===== src/core/irq_unit_pkg.sv =====
package irq_unit_pkg;

  // special function register offsets (byte index on the register port)
  localparam logic [7:0] ENABLE_LOW_OFS    = 8'h00;
  localparam logic [7:0] ENABLE_SERIAL_OFS = 8'h01;
  localparam logic [7:0] FLAG_SYSTEM_OFS   = 8'h02;
  localparam logic [7:0] FLAG_SERIAL_OFS   = 8'h03;
  localparam logic [7:0] STATUS_OFS        = 8'h04;

  // enable register 1 fields
  localparam int EN_FLASH_VIOL_BIT = 5;
  localparam int EN_PIN_NMI_BIT    = 4;
  localparam int EN_OSC_FAULT_BIT  = 1;
  localparam int EN_WDT_BIT        = 0;
  localparam logic [7:0] ENABLE_LOW_MASK    = 8'h33;
  localparam logic [7:0] ENABLE_SERIAL_MASK = 8'h0f;

  // flag register 1 fields
  localparam int FL_PIN_NMI_BIT   = 4;
  localparam int FL_PIN_RESET_BIT = 3;
  localparam int FL_POWER_ON_BIT  = 2;
  localparam int FL_OSC_FAULT_BIT = 1;
  localparam int FL_WATCHDOG_BIT  = 0;
  localparam logic [7:0] FLAG_SYSTEM_MASK = 8'h1f;
  localparam logic [7:0] FLAG_SERIAL_MASK = 8'h0f;

  // serial fields (enable and flag registers 2 share the layout)
  localparam int SER_B_TX_BIT = 3;
  localparam int SER_B_RX_BIT = 2;
  localparam int SER_A_TX_BIT = 1;
  localparam int SER_A_RX_BIT = 0;

  // reset values: plain ones on every power-up clear, parenthesised on power-on only
  localparam logic [7:0] ENABLE_RST       = 8'h00;
  localparam logic [7:0] FLAG_SYS_PUC_SET = 8'h02;
  localparam logic [7:0] FLAG_SYS_POR_RST = 8'h06;
  localparam logic [7:0] FLAG_SERIAL_RST  = 8'h0a;

  // vector table
  localparam logic [15:0] VEC_TABLE_LOW  = 16'hffc0;
  localparam logic [15:0] VEC_RESET      = 16'hfffe;
  localparam logic [15:0] VEC_NMI        = 16'hfffc;
  localparam logic [15:0] VEC_T1_CH0     = 16'hfffa;
  localparam logic [15:0] VEC_T1_OTHER   = 16'hfff8;
  localparam logic [15:0] VEC_WATCHDOG   = 16'hfff4;
  localparam logic [15:0] VEC_T0_CH0     = 16'hfff2;
  localparam logic [15:0] VEC_T0_OTHER   = 16'hfff0;
  localparam logic [15:0] VEC_SERIAL_RX  = 16'hffee;
  localparam logic [15:0] VEC_SERIAL_TX  = 16'hffec;
  localparam logic [15:0] VEC_PORT2      = 16'hffe6;
  localparam logic [15:0] VEC_PORT1      = 16'hffe4;
  localparam logic [15:0] VEC_BOOT_KEY   = 16'hffde;
  localparam logic [15:0] ERASED_WORD    = 16'hffff;
  localparam logic [15:0] BOOT_KEY_OFF   = 16'haa55;
  localparam logic [15:0] BOOT_KEY_NOERS = 16'h0000;

  localparam logic [4:0] PRI_RESET    = 5'd31;
  localparam logic [4:0] PRI_NMI      = 5'd30;
  localparam logic [4:0] PRI_T1_CH0   = 5'd29;
  localparam logic [4:0] PRI_T1_OTHER = 5'd28;
  localparam logic [4:0] PRI_WATCHDOG = 5'd26;
  localparam logic [4:0] PRI_T0_CH0   = 5'd25;
  localparam logic [4:0] PRI_T0_OTHER = 5'd24;
  localparam logic [4:0] PRI_SER_RX   = 5'd23;
  localparam logic [4:0] PRI_SER_TX   = 5'd22;
  localparam logic [4:0] PRI_PORT2    = 5'd19;
  localparam logic [4:0] PRI_PORT1    = 5'd18;

  // fetch address checks
  localparam logic [15:0] PERIPH_TOP = 16'h01ff;

  // serial unit b mode
  typedef enum logic [1:0] {
    SER_MODE_UART = 2'b00,
    SER_MODE_SPI  = 2'b01,
    SER_MODE_I2C  = 2'b10
  } ser_mode_t;

  // boot state
  typedef enum logic [1:0] {
    BOOT_IDLE  = 2'b00,
    BOOT_FETCH = 2'b01,
    BOOT_RUN   = 2'b10,
    BOOT_SLEEP = 2'b11
  } boot_state_t;

  // peripheral flag sources, all on clk_i
  typedef struct packed {
    logic [2:0] t1_ccr;
    logic       t1_ovf;
    logic [2:0] t0_ccr;
    logic       t0_ovf;
    logic       wdt_interval;
    logic [7:0] port1;
    logic [7:0] port2;
    logic       ser_a_rx;
    logic       ser_a_tx;
    logic       ser_b_rx;
    logic       ser_b_tx;
    logic       arb_lost;
    logic       no_ack;
    logic       start_cond;
    logic       stop_cond;
  } periph_flags_t;

  // vector answer to the cpu
  typedef struct packed {
    logic        valid;
    logic [4:0]  priority_level;
    logic [15:0] vector_addr;
  } vector_req_t;

endpackage


===== src/core/vectored_interrupt_sfr_unit.sv =====
// Implementation choice: strobed register access.
`timescale 1ns/100ps
module vectored_interrupt_sfr_unit
  import irq_unit_pkg::*;
(
  // clock and power-on reset
  input  wire logic          clk_i,
  input  wire logic          sys_rst_i,
  // system reset and nmi inputs, synchronous to clk_i
  input  wire logic          pin_reset_i,
  input  wire logic          pin_nmi_i,
  input  wire logic          wdt_expire_i,
  input  wire logic          wdt_interval_mode_i,
  input  wire logic          flash_key_violation_i,
  input  wire logic          osc_fault_i,
  input  wire logic          flash_access_violation_i,
  // cpu side
  input  wire logic          global_irq_enable_i,
  input  wire logic          fetch_valid_i,
  input  wire logic [15:0]   fetch_addr_i,
  input  wire logic          fetch_unused_i,
  input  wire logic [15:0]   reset_vector_word_i,
  input  wire logic [15:0]   boot_key_word_i,
  input  wire logic          vector_ack_i,
  // peripheral sources
  input  wire periph_flags_t periph_flags_i,
  input  wire ser_mode_t     ser_b_mode_i,
  // register port
  input  wire logic [7:0]    reg_addr_i,
  input  wire logic [7:0]    reg_wdata_i,
  input  wire logic          reg_wr_i,
  input  wire logic          reg_rd_i,
  output logic [7:0]         reg_rdata_o,
  // outputs
  output vector_req_t        vector_req_o,
  output logic               power_up_clear_o,
  output logic               deepest_sleep_mode_o,
  output logic               bootloader_disable_o,
  output logic               erase_on_bad_password_o
);

  logic [7:0]  en_low_q;
  logic [7:0]  en_ser_q;
  logic [7:0]  fl_sys_q;
  logic [7:0]  fl_ser_q;
  logic        puc_d;
  logic        puc_q;
  logic        pin_rst_q;
  logic        bad_fetch;
  logic        wr_en_low;
  logic        wr_en_ser;
  logic        wr_fl_sys;
  logic        wr_fl_ser;
  logic [7:0]  fl_sys_set;
  logic [7:0]  fl_ser_set;
  logic        rx_req;
  logic        tx_req;
  logic        nmi_req;
  vector_req_t vec_d;
  boot_state_t boot_q;

  assign wr_en_low = reg_wr_i && (reg_addr_i == ENABLE_LOW_OFS);
  assign wr_en_ser = reg_wr_i && (reg_addr_i == ENABLE_SERIAL_OFS);
  assign wr_fl_sys = reg_wr_i && (reg_addr_i == FLAG_SYSTEM_OFS);
  assign wr_fl_ser = reg_wr_i && (reg_addr_i == FLAG_SERIAL_OFS);

  // executing from the register window or holes is treated as a crash
  assign bad_fetch = fetch_valid_i &&
                     ((fetch_addr_i <= PERIPH_TOP) || fetch_unused_i);

  // every reset source folds into one power-up clear pulse
  assign puc_d = pin_reset_i || wdt_expire_i || flash_key_violation_i ||
                 bad_fetch;

  always_ff @(posedge clk_i) begin
    // remember a pin-caused clear: only that one wipes the watchdog flag
    if (sys_rst_i) begin
      puc_q     <= 1'b1;
      pin_rst_q <= 1'b0;
    end else begin
      puc_q     <= puc_d;
      pin_rst_q <= pin_reset_i;
    end
  end

  assign fl_sys_set = {3'b000,
                       pin_nmi_i,
                       pin_reset_i,
                       1'b0,
                       osc_fault_i,
                       (wdt_expire_i && !wdt_interval_mode_i) || flash_key_violation_i};

  // set wins over a software clear in the same cycle
  always_ff @(posedge clk_i) begin
    if (sys_rst_i) begin
      fl_sys_q <= FLAG_SYS_POR_RST;
    end else if (puc_q) begin
      // pin reset flag survives a plain power-up clear, watchdog flag one not caused by the pin
      fl_sys_q[FL_PIN_NMI_BIT]   <= fl_sys_set[FL_PIN_NMI_BIT];
      fl_sys_q[FL_OSC_FAULT_BIT] <= FLAG_SYS_PUC_SET[FL_OSC_FAULT_BIT];
      fl_sys_q[FL_PIN_RESET_BIT] <= fl_sys_q[FL_PIN_RESET_BIT] ||
                                    fl_sys_set[FL_PIN_RESET_BIT];
      fl_sys_q[FL_WATCHDOG_BIT]  <= pin_rst_q ? 1'b0 :
                                    (fl_sys_q[FL_WATCHDOG_BIT] ||
                                     fl_sys_set[FL_WATCHDOG_BIT]);
    end else if (wr_fl_sys) begin
      fl_sys_q <= (reg_wdata_i | fl_sys_set) & FLAG_SYSTEM_MASK;
    end else begin
      fl_sys_q <= fl_sys_q | fl_sys_set;
    end
  end

  always_ff @(posedge clk_i) begin
    if (sys_rst_i || puc_q) begin
      en_low_q <= ENABLE_RST;
    end else if (wr_en_low) begin
      en_low_q <= reg_wdata_i & ENABLE_LOW_MASK;
    end
  end

  always_ff @(posedge clk_i) begin
    if (sys_rst_i || puc_q) begin
      en_ser_q <= ENABLE_RST;
    end else if (wr_en_ser) begin
      en_ser_q <= reg_wdata_i & ENABLE_SERIAL_MASK;
    end
  end

  // in i2c mode unit b's plain rx/tx come from its data flags
  assign fl_ser_set = {4'h0,
                       periph_flags_i.ser_b_tx,
                       periph_flags_i.ser_b_rx,
                       periph_flags_i.ser_a_tx,
                       periph_flags_i.ser_a_rx};

  always_ff @(posedge clk_i) begin
    if (sys_rst_i || puc_q) begin
      fl_ser_q <= FLAG_SERIAL_RST | fl_ser_set;
    end else if (wr_fl_ser) begin
      fl_ser_q <= (reg_wdata_i | fl_ser_set) & FLAG_SERIAL_MASK;
    end else begin
      fl_ser_q <= fl_ser_q | fl_ser_set;
    end
  end

  // read port: one-cycle latency, unmapped and absent bits read zero
  always_ff @(posedge clk_i) begin
    if (sys_rst_i) begin
      reg_rdata_o <= 8'h00;
    end else if (reg_rd_i) begin
      if (reg_addr_i == ENABLE_LOW_OFS) begin
        reg_rdata_o <= en_low_q;
      end else if (reg_addr_i == ENABLE_SERIAL_OFS) begin
        reg_rdata_o <= en_ser_q;
      end else if (reg_addr_i == FLAG_SYSTEM_OFS) begin
        reg_rdata_o <= fl_sys_q;
      end else if (reg_addr_i == FLAG_SERIAL_OFS) begin
        reg_rdata_o <= fl_ser_q;
      end else if (reg_addr_i == STATUS_OFS) begin
        reg_rdata_o <= {4'h0, boot_q, vector_req_o.valid, puc_q};
      end else begin
        reg_rdata_o <= 8'h00;
      end
    end else begin
      reg_rdata_o <= 8'h00;
    end
  end

  // nmi group: own enables only, global enable ignored
  assign nmi_req = (fl_sys_q[FL_PIN_NMI_BIT] && en_low_q[EN_PIN_NMI_BIT]) ||
                   (fl_sys_q[FL_OSC_FAULT_BIT] && en_low_q[EN_OSC_FAULT_BIT]) ||
                   (flash_access_violation_i && en_low_q[EN_FLASH_VIOL_BIT]);

  // unit b: i2c status goes to rx, data flags to tx; else plain flags
  assign rx_req = (fl_ser_q[SER_A_RX_BIT] && en_ser_q[SER_A_RX_BIT]) ||
                  (en_ser_q[SER_B_RX_BIT] &&
                   ((ser_b_mode_i == SER_MODE_I2C) ?
                    (periph_flags_i.arb_lost || periph_flags_i.no_ack ||
                     periph_flags_i.start_cond || periph_flags_i.stop_cond) :
                    fl_ser_q[SER_B_RX_BIT]));
  assign tx_req = (fl_ser_q[SER_A_TX_BIT] && en_ser_q[SER_A_TX_BIT]) ||
                  (en_ser_q[SER_B_TX_BIT] &&
                   ((ser_b_mode_i == SER_MODE_I2C) ?
                    (fl_ser_q[SER_B_TX_BIT] || fl_ser_q[SER_B_RX_BIT]) :
                    fl_ser_q[SER_B_TX_BIT]));

  // fixed-priority pick; nothing below ffe4 is ever produced
  always_comb begin
    vec_d = '0;
    if (puc_q) begin
      vec_d = '{1'b1, PRI_RESET, VEC_RESET};
    end else if (nmi_req) begin
      vec_d = '{1'b1, PRI_NMI, VEC_NMI};
    end else if (global_irq_enable_i) begin
      if (periph_flags_i.t1_ccr[0]) begin
        vec_d = '{1'b1, PRI_T1_CH0, VEC_T1_CH0};
      end else if (|{periph_flags_i.t1_ccr[2:1], periph_flags_i.t1_ovf}) begin
        vec_d = '{1'b1, PRI_T1_OTHER, VEC_T1_OTHER};
      end else if (periph_flags_i.wdt_interval && wdt_interval_mode_i &&
                   en_low_q[EN_WDT_BIT]) begin
        vec_d = '{1'b1, PRI_WATCHDOG, VEC_WATCHDOG};
      end else if (periph_flags_i.t0_ccr[0]) begin
        vec_d = '{1'b1, PRI_T0_CH0, VEC_T0_CH0};
      end else if (|{periph_flags_i.t0_ccr[2:1], periph_flags_i.t0_ovf}) begin
        vec_d = '{1'b1, PRI_T0_OTHER, VEC_T0_OTHER};
      end else if (rx_req) begin
        vec_d = '{1'b1, PRI_SER_RX, VEC_SERIAL_RX};
      end else if (tx_req) begin
        vec_d = '{1'b1, PRI_SER_TX, VEC_SERIAL_TX};
      end else if (|periph_flags_i.port2) begin
        vec_d = '{1'b1, PRI_PORT2, VEC_PORT2};
      end else if (|periph_flags_i.port1) begin
        vec_d = '{1'b1, PRI_PORT1, VEC_PORT1};
      end
    end
  end

  // registered so the cpu sees a stable vector for a whole cycle
  always_ff @(posedge clk_i) begin
    if (sys_rst_i) begin
      vector_req_o <= '0;
    end else if (vector_ack_i) begin
      vector_req_o <= '0;
    end else begin
      vector_req_o <= vec_d;
    end
  end

  always_ff @(posedge clk_i) begin
    if (sys_rst_i) begin
      power_up_clear_o <= 1'b1;
    end else begin
      power_up_clear_o <= puc_q;
    end
  end

  // after each clear, sample the reset vector word once
  always_ff @(posedge clk_i) begin
    if (sys_rst_i || puc_q) begin
      boot_q <= BOOT_FETCH;
    end else begin
      case (boot_q)
        BOOT_FETCH: begin
          boot_q <= (reset_vector_word_i == ERASED_WORD) ? BOOT_SLEEP : BOOT_RUN;
        end
        BOOT_SLEEP: begin
          boot_q <= BOOT_SLEEP;
        end
        default: begin
          boot_q <= BOOT_RUN;
        end
      endcase
    end
  end

  always_ff @(posedge clk_i) begin
    if (sys_rst_i) begin
      deepest_sleep_mode_o <= 1'b0;
    end else begin
      deepest_sleep_mode_o <= (boot_q == BOOT_SLEEP);
    end
  end

  always_ff @(posedge clk_i) begin
    if (sys_rst_i) begin
      bootloader_disable_o    <= 1'b0;
      erase_on_bad_password_o <= 1'b1;
    end else begin
      bootloader_disable_o    <= (boot_key_word_i == BOOT_KEY_OFF);
      erase_on_bad_password_o <= (boot_key_word_i != BOOT_KEY_NOERS);
    end
  end

endmodule


===== config.mk =====
export PLATFORM = sky130hd
export DESIGN_NAME = vectored_interrupt_sfr_unit
export DESIGN_NICKNAME = d
export VERILOG_FILES = /design/src/core/irq_unit_pkg.sv /design/src/core/vectored_interrupt_sfr_unit.sv
export SDC_FILE = /design/constraint.sdc
export NUM_CORES = 1
export LEC_CHECK = 0
export BUFFER_PORTS_ARGS = -buffer_cell sky130_fd_sc_hd__buf_2
export CORE_MARGIN = 2
export CORE_UTILIZATION = 30
export DETAILED_ROUTE_END_ITERATION = 7
export PLACE_DENSITY_LB_ADDON = 0.1
export SYNTH_ARGS = -nofsm -noshare
export SYNTH_HDL_FRONTEND = slang
export SYNTH_SLANG_ARGS = --single-unit

===== constraint.sdc =====
create_clock -name clk_i -period 1.9 [get_ports clk_i]
set_clock_uncertainty 0.05 [all_clocks]
set_input_delay 0.38 -clock clk_i [delete_from_list [all_inputs] [get_ports clk_i]]
set_output_delay 0.38 -clock clk_i [all_outputs]
set_load 0.02 [all_outputs]

==> results of run 1 <==
path summary, 6_finish.rpt:
| kind | cells after the start | end | startpoint | slack, ns |
|---|---|---|---|---|
| worst min-delay path | 2 | fl_ser_q[0] | periph_flags_i[7] | 0.22 |
| worst max register to register | 4 | vector_req_o[17] | fl_sys_q[4] | 0.42 |
| worst max-delay path | 1 | vector_req_o[7] | vector_req_o[14] | 0.40 |
| worst min register to register | 2 | deepest_sleep_mode_o | boot_q[0] | 0.40 |
kinds of logic (layout without fill, tap and decap cells):
| kind of cell | after synthesis | after routing | synth area share [%] |
|---|---|---|---|
| buffers and inverters | 32 | 157 | 10.35 |
| AO/OA/AOI/OAI | 51 | 51 | 17.68 |
| flip-flops | 36 | 36 | 37.04 |
| AND/OR/NAND/NOR | 102 | 102 | 29.52 |
| multiplexers | 10 | 10 | 5.209 |
| other | 1 | 3 | 0.1927 |
state kept, by name, summed over array words and instances, names as in the netlist:
signal	flops
erase_on_bad_password_o	1
reg_rdata_o	6
pin_rst_q	1
deepest_sleep_mode_o	1
fl_ser_q	4
fl_sys_q	5
en_low_q	4
boot_q	2
en_ser_q	4
power_up_clear_o	1
puc_q	1
bootloader_disable_o	1
vector_req_o	5
per-stage QoR:
step                      worst slack, ns  std cells  area, um2  util (%)
final                              0.4024        436       2701     42.79
after CTS                          0.3643        436       2701     42.79
after detailed placement          0.09482        428       2611     41.36
after global routing               0.2987        436       2701     42.79
after floorplan                    0.3046        234       1953         -
after global placement             0.1072        428       2611     41.36
Yosys cell counts, drive strengths merged, types with 4 or more instances:
| cell type | n | area (um2) |
|---|---|---|
| inv | 6 | 22.52 |
| dfxtp | 36 | 720.7 |
| nor2b | 4 | 25.02 |
| nand3 | 9 | 62.56 |
| nor3 | 6 | 35.03 |
| mux2i | 9 | 90.09 |
| clkbuf | 4 | 15.01 |
| buf | 22 | 163.9 |
| nor4 | 15 | 121.4 |
| nand2 | 22 | 82.58 |
| a21oi | 15 | 75.07 |
| nor2 | 24 | 92.59 |
| o22a | 4 | 35.03 |
| o21ai | 9 | 45.04 |
| a31oi | 5 | 31.28 |
| nand4 | 8 | 50.05 |
area by class of cell:
cell class,count,area (um2)
timing repair buffer,143,740.7
clock buffer,8,90.09
tap,77,96.34
multi-input combinational,166,1031
sequential,36,720.7
inverter,6,22.52
fill,693,3612
power groups by stage:
stage	Clock, W	Sequential [W]	Combinational, W
2_1_floorplan	0	0.000814	0.000168
3_3_place_gp	0	0.000806	0.000312
3_5_place_dp	0	0.000806	0.000315
4_1_cts	0.000594	0.000789	0.000316
5_1_grt	0.000627	0.000791	0.000344
6_report	0.000575	0.000789	0.000313
metal layers:
layer,vias to the layer above,share of wire (%)
li1,1079,-
met1,972,46
met2,68,47
met3,8,5.8
met4,0,1.5
met5,-,0
==> results_dict.tcl, run 1 <==
set metrics [dict create \
    outcome "complete, no violations" \
    post-route-period-util_pct 78.82 \
    busiest_layer "met2" \
    cts.htree.levels 2 \
    min_period_ns 1.498 \
    hold_violations 0 \
    final_cell_mix "buf_2 (133), dfxtp_1 (36), nor2_1 (23)" \
    gp_congestion 0.8439 \
    die_w_um 84.53 \
    hold_path_class "in -> reg" \
    grtUsageMet2_pct 27.06 \
    combPwrFrac_pct 18.7 \
    endpoint_kind "output port" \
    seq_power_share_pct 47.0 \
    grtUsageMet1_pct 19.77 \
    antenna_found_initial 0 \
    core_mm2 0.006314 \
    final_max_slew_viol_count 0 \
    antenna_cells 0 \
    worstPathRequired_ns 1.47 \
    switching_share_pct 27.38 \
    die-area_mm2 0.007145 \
    critical_path_buf_inv_count 1 \
    cp.arrival_ns 1.07 \
    drt-vias-per-instance 4.878 \
    rsz0062_at_grt "false" \
    critPathKind "reg -> out" \
    rows 29 \
    syn_inst 232 \
    p_total_w 0.001677 \
    yosysUniqueCellTypes 50 \
    synth.avg_cell_area_um2 8.386 \
    grt_max_degree 15 \
    timing.hold.ws_ns 0.2196 \
    syn_area_mm2 0.001946 \
    post_drt_wl_per_cell_um 12.97 \
    synth_seq_cells 36 \
    peakVddDrop_mv 0.4156 \
    detail_route.first_pass.iterations 4 \
    max-cap-violations 0 \
    overflow 0 \
    grt_pass1_wl_um 9032 \
    post_cts_buffers 0 \
    cts.path.max_buffers 2 \
    globalRouteMet3Util_pct 3.245 \
    area_growth_pct 38.84 \
    final_common_cell "buf_2" \
    ys_seq_area_share_pct 37.04 \
    p_leak_nw 1.272 \
    timing.fmax_mhz 667.7 \
    initial_core_util_pct 30.82 \
    die_y_um 84.53 \
    cts_hold_buf 0 \
    route.detailed.drc 0 \
    intPower_w 0.001218 \
    cts_buffers 5 \
    cts_tree "done" \
    dp_hpwl_um 4622 \
    cts_root_buffer "clkbuf_8" \
    grt_util_all_layers_pct 15.85 \
    ys.flop_type "dfxtp_1" \
    clock_latency_ns 0.30 \
    ioPinCount 148 \
    port_buffers 133 \
    first_iter_violations 67 \
    drive_gt1_share_pct 44.85 \
    vias 2127 \
    first_global_vias 2017 \
    async_reset_ff_share_pct 0 \
    clockPowerShare_pct 34.3 \
    setup_tns_ns 0 \
    crit_fanout 14 \
    critPathSlowestCell "dfxtp_1" \
    yosysWarningCount 0 \
    clkTransAtPathRegs_ns 0.07 \
    switchingPower_w 0.0004592 \
    final-setup-viol-count 0 \
    cp_cell_sequence "buf_2" \
    fin_nets 472 \
    synth_edf_count 0 \
    antenna_left 0 \
    slowest_delay_ns 0.54 \
    cts_sinks 36 \
    p_per_area_mw_per_mm2 620.8 \
    routed_wl_um 5655 \
    cts_resized 0 \
    worstSetupStartpointType "flip-flop" \
    cp_top_family "flip-flops" \
]
(Power assumes the default switching activity.)
==> inputs of run 2 (changes only) <==
==> constraint.sdc (replaced) <==
create_clock -name clk_i -period 1.55 [get_ports clk_i]
set_clock_uncertainty 0.05 [all_clocks]
set_input_delay 0.31 -clock clk_i [delete_from_list [all_inputs] [get_ports clk_i]]
set_output_delay 0.31 -clock clk_i [all_outputs]
set_load 0.02 [all_outputs]
==> results_dict.tcl, run 2 (synthesis results as in run 1) <==
set metrics [dict create \
    combPwrFrac_pct 19.2 \
    antenna_cells 0 \
    seq_power_share_pct 46.3 \
    vias 2172 \
    worstPathRequired_ns 1.67 \
    peakVddDrop_mv 0.5815 \
    ioPinCount 148 \
    r2r_start "fl_sys_q[4]" \
    clockPowerShare_pct 34.5 \
    critPathKind "reg -> reg" \
    antenna_found_initial 0 \
    post_drt_wl_per_cell_um 12.72 \
    cts_buffers 5 \
    setup_tns_ns 0 \
    m1WireLength_um 2541 \
    endpoint_kind "flip-flop" \
    antenna_left 0 \
    routed_wl_um 5688 \
    met2_length_um 2754 \
    switchingPower_w 0.0005434 \
    route.detailed.drc 0 \
    die-area_mm2 0.007145 \
    cp_top_family "compound AO/OA/AOI/OAI gates" \
    grt_pass1_wl_um 9556 \
    critical_path_buf_inv_count 2 \
    r2r_slack_ns 0.10 \
    p_per_area_mw_per_mm2 739.6 \
    outcome "complete, no violations" \
    final-setup-viol-count 0 \
    dp_hpwl_um 4745 \
    cp.depth 5 \
    r2r_end "vector_req_o[17]" \
    timing.fmax_mhz 690.7 \
    overflow 0 \
    rows 29 \
    min_from "periph_flags_i[6]" \
    nFillCells 669 \
    critPathSlowestCell "a222oi_1" \
    core_mm2 0.006314 \
    first_iter_violations 77 \
    worstSetupStartpointType "flip-flop" \
    cts_root_buffer "clkbuf_8" \
    reg2reg_depth 5 \
    reg_top3 "reg_rdata_o (6), fl_sys_q (5), vector_req_o (5)" \
    routed.top_layer "met4" \
    crit_fanout 4 \
    gp_congestion 0.8801 \
    hold_path_class "in -> reg" \
    post_cts_buffers 0 \
    final_common_cell "buf_2" \
    first_global_vias 2143 \
    cp.arrival_ns 1.56 \
    die_y_um 84.53 \
    drt-vias-per-instance 4.859 \
    final_max_slew_viol_count 0 \
    max-cap-violations 0 \
    drive_gt1_share_pct 47.84 \
    switching_share_pct 26.14 \
    whs_endpoint "fl_ser_q[1]" \
    rsz0062_at_grt "true" \
    min_path_cells 3 \
    cts_sinks 36 \
    slowest_delay_ns 0.44 \
    hold_violations 0 \
    area_growth_pct 44.44 \
    regMostFlops "reg_rdata_o" \
    post-route-period-util_pct 93.40 \
    grt_util_all_layers_pct 16.67 \
    cts_tree "done" \
    dr_wl_met3_um 323 \
    cts_hold_buf 0 \
    clock_latency_ns 0.29 \
    initial_core_util_pct 30.82 \
    p_leak_nw 1.333 \
    largest_reg_flops 6 \
    fin_nets 484 \
    timing.hold.ws_ns 0.1591 \
    die_w_um 84.53 \
    final_cell_mix "buf_2 (133), dfxtp_1 (35), nor2_1 (23)" \
    cts.path.max_buffers 2 \
    intPower_w 0.001535 \
    grt_max_degree 15 \
    cts.htree.levels 2 \
    min_period_ns 1.448 \
    detail_route.first_pass.iterations 4 \
    port_buffers 133 \
    clkTransAtPathRegs_ns 0.07 \
    cp_cell_sequence "a222oi_1 -> buf_4 -> inv_2 -> o21ai_4 -> o311ai_1" \
]
## run 2: what timing repair did
action	in CTS	in global routing
gates resized for setup	1	3
setup endpoints to repair	1	2
pin swaps	1	3
## run 2: worst max-delay path by stage
stage	start	to	slack (ns)
after floorplan	periph_flags_i[2]	vector_req_o[17]	0.02
after global placement	periph_flags_i[2]	vector_req_o[17]	-0.17
after detailed placement	periph_flags_i[2]	vector_req_o[14]	-0.19
after CTS	en_low_q[4]	vector_req_o[17]	0.08
after global routing	fl_sys_q[4]	vector_req_o[17]	-0.001
final	fl_sys_q[4]	vector_req_o[17]	0.10
## run 2: per-layer routing
layer | vias up | global-route usage [%]
met5 | - | 0
met4 | 0 | 5.195
met3 | 8 | 3.835
met2 | 71 | 28.63
met1 | 982 | 20.69
li1 | 1111 | -
## run 2: final cells by class
class	instances	area [um2]	area share, %
clock buffer	7	96.34	3.428
inverter	6	22.52	0.8014
multi-input combinational	166	1042	37.09
sequential	36	721.9	25.69
tap	77	96.34	3.428
timing repair buffer	155	830.8	29.56
## run 2: worst reg2reg max path, delay by kind of cell, from the launching register on
kind / cells / cell delay [ns]
buffers and inverters: 2 / 0.23
flip-flops: 1 / 0.33
AO/OA/AOI/OAI: 3 / 0.71
## run 2: power groups by stage
stage                     Combinational (W)  Sequential (W)  Clock, W
after floorplan                    0.000206        0.000997         0
after global placement             0.000396        0.000983         0
after detailed placement           0.000399        0.000983         0
after CTS                          0.000401        0.000962  0.000748
after global routing               0.000439        0.000965  0.000784
final                              0.000399        0.000963  0.000717
## run 2: metrics by stage
stage | instance area (um2) | std cells | total power [W] | setup slack, ns | util (%)
finish | 2810 | 447 | 0.002078 | 0.1023 | 44.51
global route | 2810 | 447 | 0.002187 | -0.001149 | 44.51
CTS | 2801 | 447 | 0.002111 | 0.07565 | 44.37
detailed placement | 2701 | 440 | 0.001382 | -0.1870 | 42.79
global placement | 2701 | 440 | 0.001379 | -0.1706 | 42.79
floorplan | 1953 | 234 | 0.001203 | 0.02458 | -
